`src/inc/scd_pkg.sv`:
```
package scd_pkg;

    // ****************************************
    // register offsets
    // ****************************************
    localparam logic [3:0] ADDR_DIS_LOW  = 4'h1;
    localparam logic [3:0] ADDR_DIS_HIGH = 4'h2;
    localparam logic [3:0] ADDR_CTL_A    = 4'h3;
    localparam logic [3:0] ADDR_CTL_B    = 4'h4;
    localparam logic [3:0] ADDR_IN_SEL   = 4'h5;
    localparam logic [3:0] ADDR_RES_LOW  = 4'h6;
    localparam logic [3:0] ADDR_RES_HIGH = 4'h7;
    localparam logic [3:0] ADDR_PIN_LOW  = 4'h8;
    localparam logic [3:0] ADDR_PIN_HIGH = 4'h9;

    // ****************************************
    // field positions
    // ****************************************
    localparam int CTLA_ENABLE   = 7;
    localparam int CTLA_START    = 6;
    localparam int CTLA_DONE     = 4;
    localparam int CTLB_REF2     = 4;
    localparam int CTLB_MUX5     = 3;
    localparam int CTLB_GRANGE   = 2;
    localparam int INSEL_LEFT    = 5;
    localparam int DISL_REFPIN   = 3;

    // ****************************************
    // reset values
    // ****************************************
    localparam logic [7:0] DIS_RST      = 8'h00;
    localparam logic [9:0] RESULT_RST   = 10'h000;
    localparam logic [5:0] CHAN_RST     = 6'h00;
    localparam logic [2:0] REF_RST      = 3'h0;
    localparam logic [2:0] PRESCALE_RST = 3'h0;

    // ****************************************
    // channel and gain codes
    // ****************************************
    localparam logic [5:0] CHAN_SE_LAST = 6'h0A;
    localparam logic [5:0] CHAN_TEMP    = 6'h3F;
    localparam logic [1:0] GAIN_1X      = 2'h0;
    localparam logic [1:0] GAIN_8X      = 2'h1;
    localparam logic [1:0] GAIN_20X     = 2'h2;
    localparam logic [1:0] GAIN_32X     = 2'h3;

    // ****************************************
    // timing, in converter clock ticks
    // ****************************************
    localparam logic [4:0] CONV_NORMAL_TICKS = 5'h0D;
    localparam logic [4:0] CONV_FIRST_TICKS  = 5'h19;
    localparam logic [4:0] SAMPLE_NORMAL_AT  = 5'h02;
    localparam logic [4:0] SAMPLE_FIRST_AT   = 5'h0E;

    typedef enum logic [1:0] {
        SCD_IDLE = 2'h0,
        SCD_WAIT = 2'h1,
        SCD_RUN  = 2'h3
    } scd_state_t;

endpackage : scd_pkg

```
`src/hw/scd_seq.sv`:
```
`timescale 1ns/1ns
module scd_seq (
    // clock and reset
    input  wire logic clk_i,
    input  wire logic nrst_i,
    // control
    input  wire logic tick_i,
    input  wire logic en_i,
    input  wire logic start_i,
    // status
    output logic      busy_o,
    output logic      sample_o,
    output logic      done_o
);

    scd_pkg::scd_state_t state_r;
    logic [4:0]          cnt_r;
    logic                first_r;
    logic [4:0]          len;
    logic [4:0]          smp_at;

    assign len    = first_r ? scd_pkg::CONV_FIRST_TICKS : scd_pkg::CONV_NORMAL_TICKS;
    assign smp_at = first_r ? scd_pkg::SAMPLE_FIRST_AT : scd_pkg::SAMPLE_NORMAL_AT;
    assign busy_o = (state_r != scd_pkg::SCD_IDLE);

    // disabled converter re-arms the long first conversion
    always_ff @(posedge clk_i) begin
        if (!nrst_i || !en_i) begin
            first_r <= 1'b1;
        end else if (done_o) begin
            first_r <= 1'b0;
        end
    end

    // conversion starts on the next converter tick after the request
    always_ff @(posedge clk_i) begin
        if (!nrst_i || !en_i) begin
            state_r  <= scd_pkg::SCD_IDLE;
            cnt_r    <= 5'h00;
            sample_o <= 1'b0;
            done_o   <= 1'b0;
        end else begin
            sample_o <= 1'b0;
            done_o   <= 1'b0;
            unique case (state_r)
                scd_pkg::SCD_IDLE: begin
                    if (start_i) begin
                        state_r <= scd_pkg::SCD_WAIT;
                    end
                end
                scd_pkg::SCD_WAIT: begin
                    if (tick_i) begin
                        state_r <= scd_pkg::SCD_RUN;
                        cnt_r   <= 5'h01;
                    end
                end
                scd_pkg::SCD_RUN: begin
                    if (tick_i) begin
                        if (cnt_r == len) begin
                            state_r <= scd_pkg::SCD_IDLE;
                            done_o  <= 1'b1;
                        end else begin
                            cnt_r <= cnt_r + 5'h01;
                        end
                        sample_o <= (cnt_r == smp_at);
                    end
                end
                default: begin
                    state_r <= scd_pkg::SCD_IDLE;
                end
            endcase
        end
    end

endmodule : scd_seq

```
`src/hw/scd_top.sv`:
```
`timescale 1ns/1ns
module scd_top (
    // clock and reset
    input  wire logic        CLK_SYS_I,
    input  wire logic        NRST_I,
    // register port
    input  wire logic [3:0]  REG_ADDR_I,
    input  wire logic [7:0]  REG_WDATA_I,
    input  wire logic        REG_WR_I,
    input  wire logic        REG_RD_I,
    output logic      [7:0]  REG_RDATA_O,
    // pins and converter
    input  wire logic [11:0] PIN_DIG_I,
    input  wire logic [9:0]  ANA_RESULT_I,
    output logic             ANA_ENABLE_O,
    output logic      [5:0]  ANA_CHANNEL_O,
    output logic      [2:0]  ANA_REF_O,
    output logic      [1:0]  ANA_GAIN_O,
    output logic             ANA_GAIN_BYPASS_O,
    output logic             ANA_TEMP_SEL_O,
    output logic             ANA_SAMPLE_O,
    output logic             CONV_DONE_O,
    output logic      [11:0] DIG_BUF_DISABLE_O
);

    logic        en_r;
    logic        done_flag_r;
    logic [2:0]  ps_r;
    logic        grange_r;
    logic [2:0]  ref_r;
    logic        left_r;
    logic [5:0]  mux_r;
    logic [7:0]  dis_low_r;
    logic [3:0]  dis_high_r;
    logic [9:0]  result_r;
    logic        lock_r;
    logic        start_req_r;
    logic [7:0]  pscnt_r;
    logic        tick_r;
    logic [11:0] pin_s1_r;
    logic [11:0] pin_s2_r;
    logic [11:0] pin_s3_r;
    logic [11:0] pin_f_r;
    logic [1:0]  gain_nxt;
    logic [7:0]  ps_mask;
    logic [11:0] pin_masked;
    logic [7:0]  rdata_nxt;
    logic        busy;
    logic        wr_ctla;

    assign wr_ctla = REG_WR_I && (REG_ADDR_I == scd_pkg::ADDR_CTL_A);

    // ****************************************
    // control registers
    // ****************************************
    always_ff @(posedge CLK_SYS_I) begin
        if (!NRST_I) begin
            en_r        <= 1'b0;
            ps_r        <= scd_pkg::PRESCALE_RST;
            start_req_r <= 1'b0;
        end else begin
            start_req_r <= 1'b0;
            if (wr_ctla) begin
                en_r        <= REG_WDATA_I[scd_pkg::CTLA_ENABLE];
                ps_r        <= REG_WDATA_I[2:0];
                start_req_r <= REG_WDATA_I[scd_pkg::CTLA_START] && REG_WDATA_I[scd_pkg::CTLA_ENABLE];
            end
        end
    end

    always_ff @(posedge CLK_SYS_I) begin
        if (!NRST_I) begin
            grange_r <= 1'b0;
            ref_r    <= scd_pkg::REF_RST;
            left_r   <= 1'b0;
            mux_r    <= scd_pkg::CHAN_RST;
        end else if (REG_WR_I && REG_ADDR_I == scd_pkg::ADDR_CTL_B) begin
            ref_r[2] <= REG_WDATA_I[scd_pkg::CTLB_REF2];
            mux_r[5] <= REG_WDATA_I[scd_pkg::CTLB_MUX5];
            grange_r <= REG_WDATA_I[scd_pkg::CTLB_GRANGE];
        end else if (REG_WR_I && REG_ADDR_I == scd_pkg::ADDR_IN_SEL) begin
            ref_r[1:0] <= REG_WDATA_I[7:6];
            left_r     <= REG_WDATA_I[scd_pkg::INSEL_LEFT];
            mux_r[4:0] <= REG_WDATA_I[4:0];
        end
    end

    // hardware set wins over a software clear in the same cycle
    always_ff @(posedge CLK_SYS_I) begin
        if (!NRST_I) begin
            done_flag_r <= 1'b0;
        end else if (CONV_DONE_O) begin
            done_flag_r <= 1'b1;
        end else if (wr_ctla && REG_WDATA_I[scd_pkg::CTLA_DONE]) begin
            done_flag_r <= 1'b0;
        end
    end

    // ****************************************
    // disable registers
    // ****************************************
    always_ff @(posedge CLK_SYS_I) begin
        if (!NRST_I) begin
            dis_low_r  <= scd_pkg::DIS_RST;
            dis_high_r <= scd_pkg::DIS_RST[7:4];
        end else if (REG_WR_I && REG_ADDR_I == scd_pkg::ADDR_DIS_LOW) begin
            dis_low_r <= REG_WDATA_I;
        end else if (REG_WR_I && REG_ADDR_I == scd_pkg::ADDR_DIS_HIGH) begin
            dis_high_r <= REG_WDATA_I[7:4];
        end
    end

    // bit 11 is the reference pin, 10:0 the analog pins
    assign DIG_BUF_DISABLE_O = {dis_low_r[scd_pkg::DISL_REFPIN], dis_high_r, dis_low_r[7:4], dis_low_r[2:0]};

    // ****************************************
    // pin input synchronisers
    // ****************************************
    for (genvar i = 0; i < 12; i++) begin : g_pin
        always_ff @(posedge CLK_SYS_I) begin
            if (!NRST_I) begin
                pin_s1_r[i] <= 1'b0;
                pin_s2_r[i] <= 1'b0;
                pin_s3_r[i] <= 1'b0;
                pin_f_r[i]  <= 1'b0;
            end else begin
                pin_s1_r[i] <= PIN_DIG_I[i];
                pin_s2_r[i] <= pin_s1_r[i];
                pin_s3_r[i] <= pin_s2_r[i];
                if (pin_s2_r[i] == pin_s3_r[i]) begin
                    pin_f_r[i] <= pin_s3_r[i];
                end
            end
        end
        assign pin_masked[i] = pin_f_r[i] && !DIG_BUF_DISABLE_O[i];
    end

    // ****************************************
    // prescaler and sequencer
    // ****************************************
    // held in reset while disabled so the first tick is a full period away
    assign ps_mask = 8'((9'h002 << ps_r) - 9'h001);

    always_ff @(posedge CLK_SYS_I) begin
        if (!NRST_I || !en_r) begin
            pscnt_r <= 8'h00;
            tick_r  <= 1'b0;
        end else begin
            pscnt_r <= pscnt_r + 8'h01;
            tick_r  <= ((pscnt_r & ps_mask) == ps_mask);
        end
    end

    scd_seq u_seq (
        .clk_i    (CLK_SYS_I),
        .nrst_i   (NRST_I),
        .tick_i   (tick_r),
        .en_i     (en_r),
        .start_i  (start_req_r),
        .busy_o   (busy),
        .sample_o (ANA_SAMPLE_O),
        .done_o   (CONV_DONE_O)
    );

    always_ff @(posedge CLK_SYS_I) begin
        if (!NRST_I) begin
            ANA_ENABLE_O <= 1'b0;
        end else begin
            ANA_ENABLE_O <= en_r;
        end
    end

    // ****************************************
    // applied selection
    // ****************************************
    always_comb begin
        unique case ({grange_r, mux_r[0]})
            2'b00:   gain_nxt = scd_pkg::GAIN_1X;
            2'b01:   gain_nxt = scd_pkg::GAIN_8X;
            2'b10:   gain_nxt = scd_pkg::GAIN_20X;
            default: gain_nxt = scd_pkg::GAIN_32X;
        endcase
    end

    // frozen during a conversion so the input is stable while sampling
    always_ff @(posedge CLK_SYS_I) begin
        if (!NRST_I) begin
            ANA_CHANNEL_O     <= scd_pkg::CHAN_RST;
            ANA_REF_O         <= scd_pkg::REF_RST;
            ANA_GAIN_O        <= scd_pkg::GAIN_1X;
            ANA_GAIN_BYPASS_O <= 1'b1;
            ANA_TEMP_SEL_O    <= 1'b0;
        end else if (en_r && !busy) begin
            ANA_CHANNEL_O     <= mux_r;
            ANA_REF_O         <= ref_r;
            ANA_TEMP_SEL_O    <= (mux_r == scd_pkg::CHAN_TEMP);
            if (mux_r <= scd_pkg::CHAN_SE_LAST || mux_r == scd_pkg::CHAN_TEMP) begin
                ANA_GAIN_BYPASS_O <= 1'b1;
                ANA_GAIN_O        <= scd_pkg::GAIN_1X;
            end else begin
                ANA_GAIN_BYPASS_O <= 1'b0;
                ANA_GAIN_O        <= gain_nxt;
            end
        end
    end

    // ****************************************
    // result and read lock
    // ****************************************
    always_ff @(posedge CLK_SYS_I) begin
        if (!NRST_I) begin
            lock_r <= 1'b0;
        end else if (REG_RD_I && REG_ADDR_I == scd_pkg::ADDR_RES_LOW) begin
            lock_r <= 1'b1;
        end else if (REG_RD_I && REG_ADDR_I == scd_pkg::ADDR_RES_HIGH) begin
            lock_r <= 1'b0;
        end
    end

    always_ff @(posedge CLK_SYS_I) begin
        if (!NRST_I) begin
            result_r <= scd_pkg::RESULT_RST;
        end else if (CONV_DONE_O && !lock_r) begin
            result_r <= ANA_RESULT_I;
        end
    end

    // ****************************************
    // read port
    // ****************************************
    always_comb begin
        rdata_nxt = 8'h00;
        unique case (REG_ADDR_I)
            scd_pkg::ADDR_DIS_LOW:  rdata_nxt = dis_low_r;
            scd_pkg::ADDR_DIS_HIGH: rdata_nxt = {dis_high_r, 4'h0};
            scd_pkg::ADDR_CTL_A:    rdata_nxt = {en_r, busy, 1'b0, done_flag_r, 1'b0, ps_r};
            scd_pkg::ADDR_CTL_B:    rdata_nxt = {3'h0, ref_r[2], mux_r[5], grange_r, 2'h0};
            scd_pkg::ADDR_IN_SEL:   rdata_nxt = {ref_r[1:0], left_r, mux_r[4:0]};
            scd_pkg::ADDR_RES_LOW:  rdata_nxt = left_r ? {result_r[1:0], 6'h00} : result_r[7:0];
            scd_pkg::ADDR_RES_HIGH: rdata_nxt = left_r ? result_r[9:2] : {6'h00, result_r[9:8]};
            scd_pkg::ADDR_PIN_LOW:  rdata_nxt = pin_masked[7:0];
            scd_pkg::ADDR_PIN_HIGH: rdata_nxt = {4'h0, pin_masked[11:8]};
            default:                rdata_nxt = 8'h00;
        endcase
    end

    always_ff @(posedge CLK_SYS_I) begin
        if (!NRST_I) begin
            REG_RDATA_O <= 8'h00;
        end else begin
            REG_RDATA_O <= REG_RD_I ? rdata_nxt : 8'h00;
        end
    end
endmodule : scd_top

```
`config.mk`:
```
export PLATFORM = sky130hd
export DESIGN_NAME = scd_top
export DESIGN_NICKNAME = d
export VERILOG_FILES = /design/src/inc/scd_pkg.sv /design/src/hw/scd_seq.sv /design/src/hw/scd_top.sv
export SDC_FILE = /design/constraint.sdc
export NUM_CORES = 1
export LEC_CHECK = 0
export BUFFER_PORTS_ARGS = -buffer_cell sky130_fd_sc_hd__buf_2
export CAP_MARGIN = 20
export CORE_AREA = 2 2 106 118
export DETAILED_ROUTE_END_ITERATION = 16
export DIE_AREA = 0 0 108 120
export GPL_TIMING_DRIVEN = 0
export PLACE_DENSITY = 0.74
export SLEW_MARGIN = 30
export SYNTH_ARGS = -nofsm -noshare
export SYNTH_HDL_FRONTEND = slang
export SYNTH_SLANG_ARGS = --single-unit
```
`constraint.sdc`:
```
create_clock -name CLK_SYS_I -period 2.2 [get_ports CLK_SYS_I]
set_clock_uncertainty 0.1 [all_clocks]
set_input_delay 0.44 -clock CLK_SYS_I [delete_from_list [all_inputs] [get_ports CLK_SYS_I]]
set_output_delay 0.44 -clock CLK_SYS_I [all_outputs]
set_load 0.03 [all_outputs]
```
# After elaboration in Yosys (flattened, before gate mapping)
# Cells that the tools add are included.
[op_classes] n_reduce_logical=54 n_div=0 n_lt_le_gt_ge=1 n_shift=1 multipliers=0 n_bitwise=5 n_mux=22 add_sub_neg=3 n_eq_ne=34
[op_table] operator="$pmux 8 s9" n=1
[op_table] operator="$logic_and 1x1->1" n=23
[op_table] operator="$mux 5" n=4
[op_table] operator="$eq 4x3->1 const B" n=4
[op_table] operator="$logic_not 1->1" n=16
[op_table] operator="$mux 8" n=2
[op_table] operator="$eq 1x1->1" n=12
[op_table] operator="$pmux 2 s3" n=2
[op_table] operator="$eq 5x5->1" n=2
[op_table] operator="$mux 2" n=5
[op_table] operator="$pmux 5 s2" n=1
[op_table] operator="$add 8x1->8 const B" n=1
[op_table] operator="$and 8x8->8" n=1
[op_table] operator="$eq 4x2->1 const B" n=2
[op_table] operator="$eq 4x4->1 const B" n=2
[op_table] operator="$eq 8x8->1" n=1
[op_table] operator="$ne 2x2->1 const B" n=4
[op_table] operator="$reduce_and 2->1" n=4
[op_table] operator="$reduce_and 4->1" n=2
[op_table] operator="$reduce_bool 2->1" n=4
[op_table] operator="$shl 2x3->8 const A" n=1
[op_table] operator="$sub 8x1->8 const B" n=1
[op_table] operator="$eq 6x6->1 const B" n=1
[op_table] operator="$le 6x4->1 const B" n=1
[op_table] operator="11 further kinds" n=23
[totals] wordCells=196 mem_bits_rw=0 register_bits=129 mem_bits_ro=0 inputBits=38 memories=0 output_inout_bits=36 latchBits=0

# Longest topological paths before layout
[depth] ltp_word=5 depth_mapped=7 ltp_nobuf=5

# Cells and area by module
# From an unflattened synthesis, not the netlist that was laid out.
[hier_totals] hier_cells=555 hier_area_um2=5222.5
[modules_own_cells] module="scd_top" seq_area_each_um2=2382.3 instances=1 area_per_inst_um2=4695.8 cells_per_inst=494
[modules_own_cells] module="scd_seq" seq_area_each_um2=200.2 instances=1 area_per_inst_um2=526.8 cells_per_inst=61

# Worst setup path after synthesis
# OpenSTA, ideal clock, no wires.
[synth_path] kind="input to register" start="input port REG_ADDR_I[1]" end="register REG_RDATA_O[1]" path_buffers=1 required_ns=2.024 arrival_time_ns=1.397 path_stages=5 slack_ns=0.627 setup_time_ns=0.076 path_cell_list="buf_6 nor2_2 mux2i_1 nand3_1 a31oi_1"
[synth_between] elab_chain_len=2 elab_cells_between_ends=10 classes_between="9 x eq/ne; 1 x mux"
[synth_lines] element="from (decl)" line="scd_top.sv:7" source="input wire logic [3:0] REG_ADDR_I,"
[synth_lines] element="$eq 4x4->1, or another cell as far along" line="scd_top.sv:233" source="unique case (REG_ADDR_I)"
[synth_lines] element="$pmux 8 s9 *" line="scd_top.sv:233"
[synth_lines] element="to (signal assigned)" line="scd_top.sv:251" source="REG_RDATA_O <= REG_RD_I ? rdata_nxt : 8'h00;"
[synth_lines] element="to (decl)" line="scd_top.sv:11" source="output logic [7:0] REG_RDATA_O,"
# Every way passes the cells marked *; elsewhere a longest branch is shown, timed or not.
# A chain may end at the register's enable or synchronous reset.

# Final worst setup path
[layout_path] start="input port REG_ADDR_I[2]" end="register REG_RDATA_O[2]"
# The elaborated chain is that of the path after synthesis.

==> flow_metrics.py <==
metrics = {
    "run_status": {
        "status": "completed",
    },
    "job": {
        "maxCapViolCount": 0,
    },
    "clocking": {
        "cts_hold_buf": 0,
        "cts_resized": 0,
        "cts_tree": "built",
        "cts_max_level": 4,
        "cts.path.max_buffers": 2,
        "cts-root-buf": "clkbuf_16",
        "clk_pin_slew_ns": 0.06,
        "numCtsBuffers": 17,
        "post_cts_buffers": 0,
        "clk_latency_ns": 0.42,
        "cts_sinks": 129,
    },
    "power": {
        "p_sw_mw": 1.176,
        "p_clk_frac": 0.543,
        "combPwrFrac": 0.038,
        "powerDensity_nw_per_um2": 896.4,
        "sw_frac_of_total": 0.2061,
        "p_int_mw": 4.529,
        "p_seq_frac": 0.419,
        "p_leak_nw": 2.570,
        "peakVddDrop_mv": 0.5644,
    },
    "final_layout": {
        "fin_nets": 683,
        "syn2layout_area_growth_pct": 23.27,
        "diodes": 0,
        "final_core_util": 0.5382,
        "drive_above_1_share": 0.2006,
    },
    "die": {
        "rows": 42,
        "dieWidth_um": 108,
        "initial_core_util": 0.4366,
        "die_h_um": 120,
        "core_area_sq_um": 11820,
        "dieArea_sq_um": 12960,
        "ios": 74,
    },
    "global_route": {
        "grt_max_degree": 17,
        "antenna_found_initial": 0,
        "first_global_vias": 4120,
        "overflow": 0,
        "grt_pass1_wl_um": 20390,
        "grt_use_total": 0.2052,
    },
    "hold_path": {
        "hold_path.class": "input port to flip-flop",
    },
    "routing": {
        "wl_per_cell_um": 15.55,
        "drt_wl_total_um": 12550,
        "wl_met1_um": 5614,
        "first_pass_iters": 5,
        "routed.top_layer": "met4",
        "drc": 0,
        "via_per_inst": 5.249,
        "via_count": 4236,
        "postRouteAntennaNets": 0,
        "wl_met2_um": 5876,
        "drt_iter0_markers": 272,
        "wl_met3_um": 859,
    },
    "timing": {
        "period_share": 0.7781,
        "worst_pin_slew_ns": 0.6718,
        "tns_ns": 0,
        "slew_violations": 0,
        "rsz0062_at_grt": "no",
        "relSlewSlack": 0.5522,
        "min_period_ns": 1.712,
        "hold_viol_final": 0,
        "setup_violations": 0,
        "clock.fmax_mhz": 584.2,
    },
    "logic_synthesis": {
        "syn_nets": 594,
        "syn_avg_cell_area_sq_um": 9.352,
        "ys_warn_count": 0,
        "synth_top_cell_area_share": 0.5002,
        "netlist_instances": 552,
        "synth_edf_count": 0,
        "yosysSeqAreaShare": 0.5002,
        "yosysTopAreaCell": "dfxtp_1",
        "yosys-top-cells-count": "129 x dfxtp_1, 78 x nand2_1, 41 x a21oi_1",
        "synth_area_leaders": "dfxtp_1 50%, nand2_1 5.7%, mux2i_1 5.0%",
        "yosysMostFrequentCell": "dfxtp_1",
        "ys_ff_latch": 129,
        "synth_cell_types": 59,
        "synthFlopType": "dfxtp_1",
        "syn_area_sq_um": 5162,
        "async_flop_share": 0,
    },
    "critical_path": {
        "cp_max_fo": 10,
        "crit_arrival_ns": 1.94,
        "crit_path_start_kind": "input port",
        "crit_required_ns": 2.43,
        "crit_type": "input port to flip-flop",
        "endpoint_kind": "flip-flop",
    },
    "placement": {
        "numPortBuffers": 70,
        "place.gp.congestion": 0.8889,
        "dp_hpwl_um": 9030,
    },
}
[critical path, cell delays in order]
cell and delay (ns):
buf_2 0.11, buf_6 0.14, nor2_2 0.34, mux2i_1 0.28, nand3_1 0.32, a31oi_1 0.30
[sequential cells by signal, summed over array words and instances, names as in the netlist, 3 cells and up]
register / cells
pin_f_r: 12
pin_s1_r: 12
pin_s2_r: 12
pin_s3_r: 12
result_r: 10
REG_RDATA_O: 8
dis_low_r: 8
pscnt_r: 8
ANA_CHANNEL_O: 6
mux_r: 6
u_seq.cnt_r: 5
dis_high_r: 4
ANA_REF_O: 3
ps_r: 3
ref_r: 3
[layout by cell type (no fill, tap or decap), drive strengths merged, types with 5 or more instances in the layout]
| master | count |
|---|---|
| nand3 | 19 |
| and3 | 5 |
| nor2 | 40 |
| nand2 | 78 |
| nor2b | 7 |
| a21oi | 41 |
| a31oi | 9 |
| inv | 12 |
| dfxtp | 129 |
| a32oi | 8 |
| clkbuf | 35 |
| clkinv | 5 |
| and2 | 42 |
| a22o | 9 |
| buf | 86 |
| a21o | 7 |
| bufinv | 5 |
| o21ai | 25 |
| mux2i | 26 |
[metal layers]
metal,global-route usage,vias to the layer above
met5,0,-
met3,0.05703,17
met1,0.2696,1969
met4,0.07452,0
met2,0.3215,152
li1,-,2098
[final timing paths]
kind	from	end	slack, ns	cells past startpoint
max	REG_ADDR_I[2]	REG_RDATA_O[2]	0.49	6
min	PIN_DIG_I[8]	pin_s1_r[8]	0.12	2
max reg2reg	left_r	REG_RDATA_O[2]	0.58	6
min reg2reg	pin_s1_r[0]	pin_s2_r[0]	0.32	1
[through the flow]
stage	instances	setup slack (ns)	hold slack, ns	instance area [sq um]	power [mW]
detailed placement	776	0.1216	0.3184	5705	2.652
CTS	807	0.5389	0.1084	6364	5.750
global route	807	0.4358	0.1212	6364	5.871
global placement	776	0.07730	0.3135	5705	2.648
floorplan	552	0.6274	0.3119	5162	2.562
finish	807	0.4882	0.1230	6364	5.705
[power groups by stage]
stage,clock [mW],combinational [mW],sequential (mW)
3_3_place_gp,0,0.209,2.44
6_report,3.10,0.215,2.39
4_1_cts,3.15,0.214,2.39
5_1_grt,3.25,0.232,2.39
3_5_place_dp,0,0.212,2.44
2_1_floorplan,0,0.121,2.44
[final cells by class]
type / instances / area (sq um)
Sequential cell: 129 / 2582
Clock inverter: 11 / 201.4
Inverter: 12 / 45.04
Clock buffer: 20 / 456.7
Timing Repair Buffer: 70 / 350.3
Tap cell: 154 / 192.7
Multi-Input combinational cell: 380 / 2346
Buffer: 31 / 188.9
Fill cell: 1055 / 5460
[logic make-up (layout without fill, tap and decap cells)]
family,count (synthesis),after routing,synth area share
AO/OA/AOI/OAI,119,119,0.1498
XOR/XNOR,4,4,0.006787
adder cells (fa/ha/maj),4,4,0.009695
buffers and inverters,43,144,0.04532
flip-flops,129,129,0.5002
multiplexers,30,30,0.05914
AND/OR/NAND/NOR,223,223,0.2290
Note: power is estimated with default switching activity, not from simulation.
